File: src/flash_gate_params.svh
// Purpose: offsets, field positions, reset values and array top for flash register gating
// Assumes: byte-wide register port, 16-bit address space
// Notes: definitions only
`ifndef FLASH_GATE_PARAMS_SVH
`define FLASH_GATE_PARAMS_SVH
`define FLASH_PROG_CONTROL_ADDR 16'hFF80
`define ERASE_BLOCK_SELECT_1_ADDR 16'hFF82
`define ERASE_BLOCK_SELECT_2_ADDR 16'hFF83
`define FLASH_PROG_CONTROL_RESET 8'h80
`define ERASE_BLOCK_SELECT_RESET 8'h00
`define REG_ABSENT_VALUE 8'hFF
`define FILL_VALUE 8'hFF
`define VOLT_BIT 7
`define ERASE_ARM_BIT 1
`define PROG_ARM_BIT 0
`define ARRAY_TOP_DEFAULT 17'h0_8000
`endif

File: src/flash_gate_pkg.sv
// Purpose: shared types for flash register gating
// Assumes: used with flash_gate_params.svh
// Notes: types only
package flash_gate_pkg;
   typedef logic [7:0] byte_t;
   typedef logic [15:0] reg_addr_t;
   typedef logic [16:0] prom_addr_t;
endpackage

File: src/flash_ctrl_access_gating.sv
// Purpose: gate flash control and erase block registers on the high-voltage flag
// Assumes: flash_high_volt_pin is the threshold detector output, asynchronous
// Notes: prom_fill_out supplies the fill byte above the implemented array
// Notes: a low flag pulls the control byte back to its reset value
// Summary of operation
// (RL1) control and erase registers at fixed addresses
// (RL2) registers reachable only with high voltage present
// (RL3) flag from threshold detector enables writes
// (RL4) writes accepted once flag set
// (RL5) control register read/write, resets to 0x80
// (RL6) without voltage: reads 0xFF, writes ignored (here only control reads 0xFF; erase selects read 0x00)
// (RL7) bit 7 reads one either way
// (RL8) software polls whole byte against 0xFF
// (RL9) PROM mode returns 0xFF above array
// (RL10) programmer buffer holds 0xFF above array
// (RL11) reset held through oscillator settling first
// (RL12) running reset held ten clocks before voltage
// (RL13) voltage changed only in reset or off-flash
// (RL14) no flash reads during voltage change
// (RL15) arm bits clear when voltage changes
// (RL16) start watchdog before setting arm bits
// (RL17) program while program-arm, erase while erase-arm
// (RL18) gating re-evaluated every cycle from synced flag
//
// Decided for this implementation: strobed register access.
`timescale 1ns/1ps
`default_nettype none
`include "flash_gate_params.svh"
module flash_ctrl_access_gating #(
   parameter logic [16:0] ARRAY_TOP = `ARRAY_TOP_DEFAULT
) (
   input wire logic clk_sys_in,
   input wire logic srst_in,
   input wire logic flash_high_volt_pin_in,
   input wire flash_gate_pkg::reg_addr_t addr_in,
   input wire flash_gate_pkg::byte_t wdata_in,
   input wire logic wr_in,
   input wire logic rd_in,
   output flash_gate_pkg::byte_t rdata_out,
   output logic high_volt_flag_out,
   output logic prog_arm_out,
   output logic erase_arm_out,
   output flash_gate_pkg::byte_t erase_blocks_1_out,
   output flash_gate_pkg::byte_t erase_blocks_2_out,
   input wire flash_gate_pkg::prom_addr_t prom_addr_in,
   input wire flash_gate_pkg::byte_t prom_array_data_in,
   output flash_gate_pkg::byte_t prom_fill_out
);
   import flash_gate_pkg::*;

   logic volt_s1_reg, volt_s2_reg, volt_s3_reg, volt_flag_reg;
   byte_t ctrl_reg, erase_block_select_1_reg, erase_block_select_2_reg, rdata_reg, prom_reg;

   // three-stage sampler; flag moves only when stages two and three agree
   // the flag alone opens the register gate, taken fresh every cycle
   always_ff @(posedge clk_sys_in) begin
      if (srst_in) begin
         volt_s1_reg <= 1'b0;
         volt_s2_reg <= 1'b0;
         volt_s3_reg <= 1'b0;
         volt_flag_reg <= 1'b0;
      end else begin
         volt_s1_reg <= flash_high_volt_pin_in;
         volt_s2_reg <= volt_s1_reg;
         volt_s3_reg <= volt_s2_reg;
         if (volt_s2_reg == volt_s3_reg) begin
            volt_flag_reg <= volt_s3_reg; // [RL3]
         end
      end
   end

   // one byte-address compare shared by all three register selects
   function automatic logic addr_is(input reg_addr_t a, input reg_addr_t target);
      return a == target;
   endfunction

   wire hit_ctrl = addr_is(addr_in, `FLASH_PROG_CONTROL_ADDR); // [RL1]
   wire hit_erase_block_select_1 = addr_is(addr_in, `ERASE_BLOCK_SELECT_1_ADDR); // [RL1]
   wire hit_erase_block_select_2 = addr_is(addr_in, `ERASE_BLOCK_SELECT_2_ADDR); // [RL1]
   wire gate_open = volt_flag_reg; // [RL18]
   wire wr_ctrl = wr_in && hit_ctrl && gate_open; // [RL2] [RL4] [RL6]
   wire wr_erase_block_select_1 = wr_in && hit_erase_block_select_1 && gate_open; // [RL2] [RL4]
   wire wr_erase_block_select_2 = wr_in && hit_erase_block_select_2 && gate_open; // [RL2] [RL4]
   // bit 7 always reads one, so software must compare the whole byte
   wire byte_t volt_mask = 8'h01 << `VOLT_BIT;
   wire byte_t ctrl_view = ctrl_reg | volt_mask; // [RL7]
   wire byte_t rd_mux =
      !gate_open ? (hit_ctrl ? `REG_ABSENT_VALUE : 8'h00) : // [RL6]
      hit_ctrl ? ctrl_view : // [RL5]
      hit_erase_block_select_1 ? erase_block_select_1_reg :
      hit_erase_block_select_2 ? erase_block_select_2_reg : 8'h00;

   // next values; a closed gate also pulls the arm bits back to their reset state
   wire byte_t ctrl_next =
      wr_ctrl ? (wdata_in | volt_mask) : // [RL5] [RL7]
      !gate_open ? `FLASH_PROG_CONTROL_RESET :
      ctrl_reg;
   wire byte_t erase_block_select_1_next = wr_erase_block_select_1 ? wdata_in : erase_block_select_1_reg; // [RL4]
   wire byte_t erase_block_select_2_next = wr_erase_block_select_2 ? wdata_in : erase_block_select_2_reg; // [RL4]
   // read data stand one cycle after the strobe, zero otherwise
   wire byte_t rdata_next = rd_in ? rd_mux : 8'h00;

   always_ff @(posedge clk_sys_in) begin
      if (srst_in) begin
         ctrl_reg <= `FLASH_PROG_CONTROL_RESET; // [RL5]
      end else begin
         ctrl_reg <= ctrl_next;
      end
   end

   always_ff @(posedge clk_sys_in) begin
      if (srst_in) begin
         erase_block_select_1_reg <= `ERASE_BLOCK_SELECT_RESET;
         erase_block_select_2_reg <= `ERASE_BLOCK_SELECT_RESET;
      end else begin
         erase_block_select_1_reg <= erase_block_select_1_next;
         erase_block_select_2_reg <= erase_block_select_2_next;
      end
   end

   always_ff @(posedge clk_sys_in) begin
      if (srst_in) begin
         rdata_reg <= 8'h00;
      end else begin
         rdata_reg <= rdata_next;
      end
   end

   // PROM mode: fill byte above implemented array
   wire above_top = (prom_addr_in >= ARRAY_TOP); // [RL9]
   always_ff @(posedge clk_sys_in) begin
      if (srst_in) begin
         prom_reg <= `FILL_VALUE;
      end else begin
         prom_reg <= above_top ? `FILL_VALUE : prom_array_data_in; // [RL9]
      end
   end

   assign rdata_out = rdata_reg;
   assign high_volt_flag_out = volt_flag_reg;
   assign prog_arm_out = gate_open && ctrl_reg[`PROG_ARM_BIT]; // [RL17]
   assign erase_arm_out = gate_open && ctrl_reg[`ERASE_ARM_BIT]; // [RL17]
   assign erase_blocks_1_out = erase_block_select_1_reg;
   assign erase_blocks_2_out = erase_block_select_2_reg;
   assign prom_fill_out = prom_reg;
endmodule
`default_nettype wire

File: config.mk
export PLATFORM = sky130hd
export DESIGN_NAME = flash_ctrl_access_gating
export DESIGN_NICKNAME = d
export VERILOG_FILES = /design/src/flash_gate_pkg.sv /design/src/flash_ctrl_access_gating.sv
export VERILOG_INCLUDE_DIRS = /design/src
export SDC_FILE = /design/constraint.sdc
export NUM_CORES = 1
export LEC_CHECK = 0
export BUFFER_PORTS_ARGS = -buffer_cell sky130_fd_sc_hd__buf_2
export CORE_MARGIN = 4
export CORE_UTILIZATION = 41
export CTS_CLUSTER_DIAMETER = 60
export DETAILED_ROUTE_END_ITERATION = 10
export PLACE_DENSITY_LB_ADDON = 0.05
export SETUP_SLACK_MARGIN = 0.05
export SLEW_MARGIN = 20
export SYNTH_ARGS = -nofsm -noshare
export SYNTH_HDL_FRONTEND = slang
export SYNTH_SLANG_ARGS = --single-unit
File: constraint.sdc
create_clock -name clk_sys_in -period 1.64 [get_ports clk_sys_in]
set_input_delay 0.246 -clock clk_sys_in [delete_from_list [all_inputs] [get_ports clk_sys_in]]
set_output_delay 0.246 -clock clk_sys_in [all_outputs]
set_load 0.05 [all_outputs]
; After elaboration in Yosys (flattened, before gate mapping)
; Index checks and enable logic that the tools add are counted.
[word_totals]
register_bits = 43
out_inout_bits = 35
wordCells = 33
[op_classes]
magnitude_cmp = 1
eq_ne = 5
muxes = 7
bitwise_logic = 1
reduce_logical = 10
[ops]
columns = cell, count
row1 = $eq 16x16->1 const B, 3
row2 = $mux 8, 5
row3 = $ge 17x16->1 const B, 1
row4 = $mux 7, 2
row5 = $logic_and 1x1->1, 8
row6 = $reduce_or 2->1, 2
row7 = $ne 2x1->1 const B, 1
row8 = $eq 1x1->1, 1
row9 = $not 1->1, 1

; Logic depth before layout (Yosys ltp)
[logic_depth]
ltp_word = 5
depth_mapped = 6

; Least setup slack after synthesis
; OpenSTA, ideal clock, no wires.
[synth_path]
path_kind = register to output
startpoint = register volt_flag_reg, in the netlist high_volt_flag_out
endpoint = output erase_arm_out
t_arrival_ps = 1558
required_time_ps = 1394
path_slack_ps = -164
stages_incl_launch_ff = 4
path_cell_list = dfxtp_1 > buf_4 > clkbuf_1 > and2_1
[synth_via]
elab_chain_len = 1
[synth_rtl]
columns = item, line_no
row1 = from (decl), flash_ctrl_access_gating.sv:51  ; logic volt_s1_reg, volt_s2_reg, volt_s3_reg, volt_flag_reg;
row2 = from (signal assigned), flash_ctrl_access_gating.sv:67  ; volt_flag_reg <= volt_s3_reg;
row3 = $logic_and 1x1->1, flash_ctrl_access_gating.sv:142  ; assign erase_arm_out = gate_open && ctrl_reg[`ERASE_ARM_BIT];
row4 = to (decl), flash_ctrl_access_gating.sv:42  ; output logic erase_arm_out,
; No other way between the ends.

; Worst setup path after layout
[layout_path]
startpoint = input addr_in[3]
endpoint = register erase_block_select_1_reg[7], in the netlist erase_blocks_1_out[7]
[layout_via]
elab_chain_len = 3
[layout_rtl]
columns = item, line_no
row1 = from (decl), flash_ctrl_access_gating.sv:35  ; input wire flash_gate_pkg::reg_addr_t addr_in,
row2 = $eq 16x16->1, flash_ctrl_access_gating.sv:74  ; return a == target;
row3 = $logic_and 1x1->1 (2 in a row), flash_ctrl_access_gating.sv:82  ; wire wr_erase_block_select_1 = wr_in && hit_erase_block_select_1 && gate_open;
row4 = to (signal assigned), flash_ctrl_access_gating.sv:113  ; erase_block_select_1_reg <= `ERASE_BLOCK_SELECT_RESET;
row5 = to (signal assigned), flash_ctrl_access_gating.sv:116  ; erase_block_select_1_reg <= erase_block_select_1_next;
row6 = to (decl), flash_ctrl_access_gating.sv:52  ; byte_t ctrl_reg, erase_block_select_1_reg, erase_block_select_2_reg, rdata_reg, prom_reg;
; No other way between the ends.
; A chain may end at the register's enable or synchronous reset.

==> flow_summary_export.csv <==
group,metric,value,unit
status,status,"complete, no violations",
floorplanning,die-area,5500,um^2
worst_setup_path,end_kind,"flip-flop",
clock_network,clock-sinks,43,
worst_setup_path,crit_chain,"buf_2 -> or4_1 -> or4_4 -> o21ai_0 -> a21oi_1",
clock_network,cts_tree,"yes",
logic_synthesis,yosysSeqAreaShare,0.480,
clock_network,cts_max_level,2,
worst_setup_path,cp_num_cells,5,
drt,drt_wl_total,4550,um
clock_network,clk_pin_slew,0.08,ns
logic_synthesis,yosys.cell_types.count,32,
logic_synthesis,syn_area_per_cell,9.02,um^2
final_layout,multiInputGateArea,830,um^2
worst_setup_path,crit_required,1.82,ns
final_layout,n_fill_cell,382,
drt,viasPerCell,5.30,
logic_synthesis,ys_top_cells_by_count,"dfxtp_1, a21oi_1, nand4_1",
clock_network,post-cts-setup-buffers,0,
sta,fin_hold_ws,0.129,ns
logic_synthesis,yosys-top-cells-area,"dfxtp_1, a21oi_1, nand4_1, o21ai_1, mux2_2",
global_routing,grt_overflow_total,0,
logic_synthesis,async_flop_share,0,
clock_network,clockBufferDepth,2,
floorplanning,core-area,4120,um^2
logic_synthesis,synth_top_area_cell,"dfxtp_1",
logic_synthesis,synth_edf_count,0,
drt,antenna_left,0,
power_and_ir_drop,intPower,1.41,mW
sta,tightest_slew,0.415,ns
logic_synthesis,synthFlopType,"dfxtp_1",
power_and_ir_drop,clkPwrFrac,0.353,
sta,fin_skew,0.00588,ns
drt,drc,0,
drt,firstDrtPassIters,6,
clock_network,clock_latency,0.29,ns
final_layout,diodes,0,
worst_setup_path,r2r_cells,4,
drt,drt_iter0_markers,102,
sta,fin_crit_sh,0.950,
global_routing,grt_first_pass_wirelength,7210,um
power_and_ir_drop,powerDensity,789,nW/um^2
worst_setup_path,slowest_delay,0.59,ns
drt,post_drt_wl_per_cell,14.0,um
final_layout,drive_above_1_share,0.388,
clock_network,cts_buffers,5,
drt,dr_total_vias,1727,
sta,slew_headroom,0.723,
worst_setup_path,worst-path-buf-inv,1,
sta,tns,0,ns
clock_network,post_cts_resized,0,
min_path,hold_depth,2,
sta,fmax,642,MHz
final_layout,fin_nets,329,
final_layout,area_delta_synth_final,29.9,%
worst_setup_path,crit_type,"input port to flip-flop",
placed_design,dp_hpwl,3300,um
power_and_ir_drop,finalPower,1.84,mW
power_and_ir_drop,p_leak,0.945,nW
logic_synthesis,yosysTopAreaCellShare,0.480,
logic_synthesis,ys_warn_count,0,
floorplanning,fp-row-count,23,
floorplanning,io_pins,89,
logic_synthesis,synth_area,1790,um^2
logic_synthesis,syn_nets,253,
job,maxCapViolations,0,
min_path,hold_path_class,"input port to flip-flop",
power_and_ir_drop,power_frac_seq,0.573,
power_and_ir_drop,p_comb_frac,0.075,
logic_synthesis,synth_seq_cells,43,
floorplanning,die_w,74.2,um
sta,setup_viol_count_final,0,
worst_setup_path,crit_family,"simple AND/OR/NAND/NOR gates",
final_layout,ff_latch_area,862,um^2
floorplanning,start_util,0.436,
sta,finalHoldViolCount,0,
final_layout,finalInstanceArea,2330,um^2
logic_synthesis,yosysMostFrequentCell,"dfxtp_1",
worst_setup_path,path_max_fanout,23,
worst_setup_path,startpoint_type,"input port",
sta,drv_slew,0,
placed_design,port_buffers,73,
clock_network,cts-root-buf,"clkbuf_8",
worst_setup_path,arrival,1.74,ns
power_and_ir_drop,power_switching,0.434,mW
sta,rsz0062_at_grt,"true",
global_routing,track_usage,0.172,
placed_design,gp_congestion,0.770,
clock_network,ctsHoldBuffers,0,
sta,fin_crit,1.56,ns
floorplanning,dieHeight,74.2,um
worst_setup_path,cpMaxStageDelayCell,"or4_4",
logic_synthesis,syn_inst,199,
global_routing,antenna_found_initial,0,
global_routing,grt_max_degree,24,
power_and_ir_drop,switching_share,0.236,
global_routing,first_global_vias,1606,
placed_design,dpl_cell_area,2250,um^2
power_and_ir_drop,ir_drop,0.389,mV
==> cell type report <==
class                           instances  share of cell area
Clock buffer                            6              0.0311
Clock inverter                          2             0.00537
Multi-Input combinational cell        138               0.356
Timing Repair Buffer                   86               0.209
Tap cell                               50              0.0268
Inverter                                1             0.00161
Sequential cell                        43               0.370
==> cells by family after synthesis <==
group	count (synthesis)	synth area share
and+or+nand+nor	67	0.231
AOI/OAI and AO/OA	64	0.183
muxes	7	0.0439
DFF	43	0.480
buffers and inverters	18	0.0621
==> cell usage in the layout (no fill, tap or decap), drive strengths merged, types with 4 or more instances in the layout <==
cell type,netlist,layout
dfxtp,43,43
nor3b,6,6
o21ai,25,25
a21oi,37,37
nand2,5,5
nand2b,9,9
mux2,7,7
buf,10,86
nand4,24,24
nor2b,4,4
clkbuf,6,6
==> stage by stage <==
step / util / worst slack [ns] / cells
finish: 0.566 / 0.0816 / 326
global route: 0.566 / 0.0154 / 326
CTS: 0.566 / 0.0894 / 326
detailed placement: 0.546 / -0.227 / 318
global placement: 0.546 / -0.205 / 318
floorplan: - / -0.0235 / 199
==> power by group through the flow <==
stage	Clock [mW]	Combinational (mW)	Sequential, mW
floorplan	0	0.0488	1.10
global placement	0	0.137	1.08
detailed placement	0	0.138	1.08
CTS	0.683	0.138	1.05
global route	0.723	0.151	1.05
finish	0.649	0.137	1.05
==> worst paths after layout <==
kind	start	end	slack, ns
min reg2reg	volt_s3_reg	high_volt_flag_out	0.45
max reg2reg	high_volt_flag_out	erase_blocks_1_out[7]	0.34
min	prom_array_data_in[0]	prom_fill_out[0]	0.13
max	addr_in[3]	erase_blocks_1_out[7]	0.08
==> per-layer routing <==
layer  up-vias  track usage  share of wire
met2        63        0.281           0.47
met5         -            0              0
met1       759        0.208           0.42
li1        893            -              -
met3        12       0.0541          0.086
met4         0       0.0744          0.024
No activity file was read; power rests on OpenSTA's default activity.
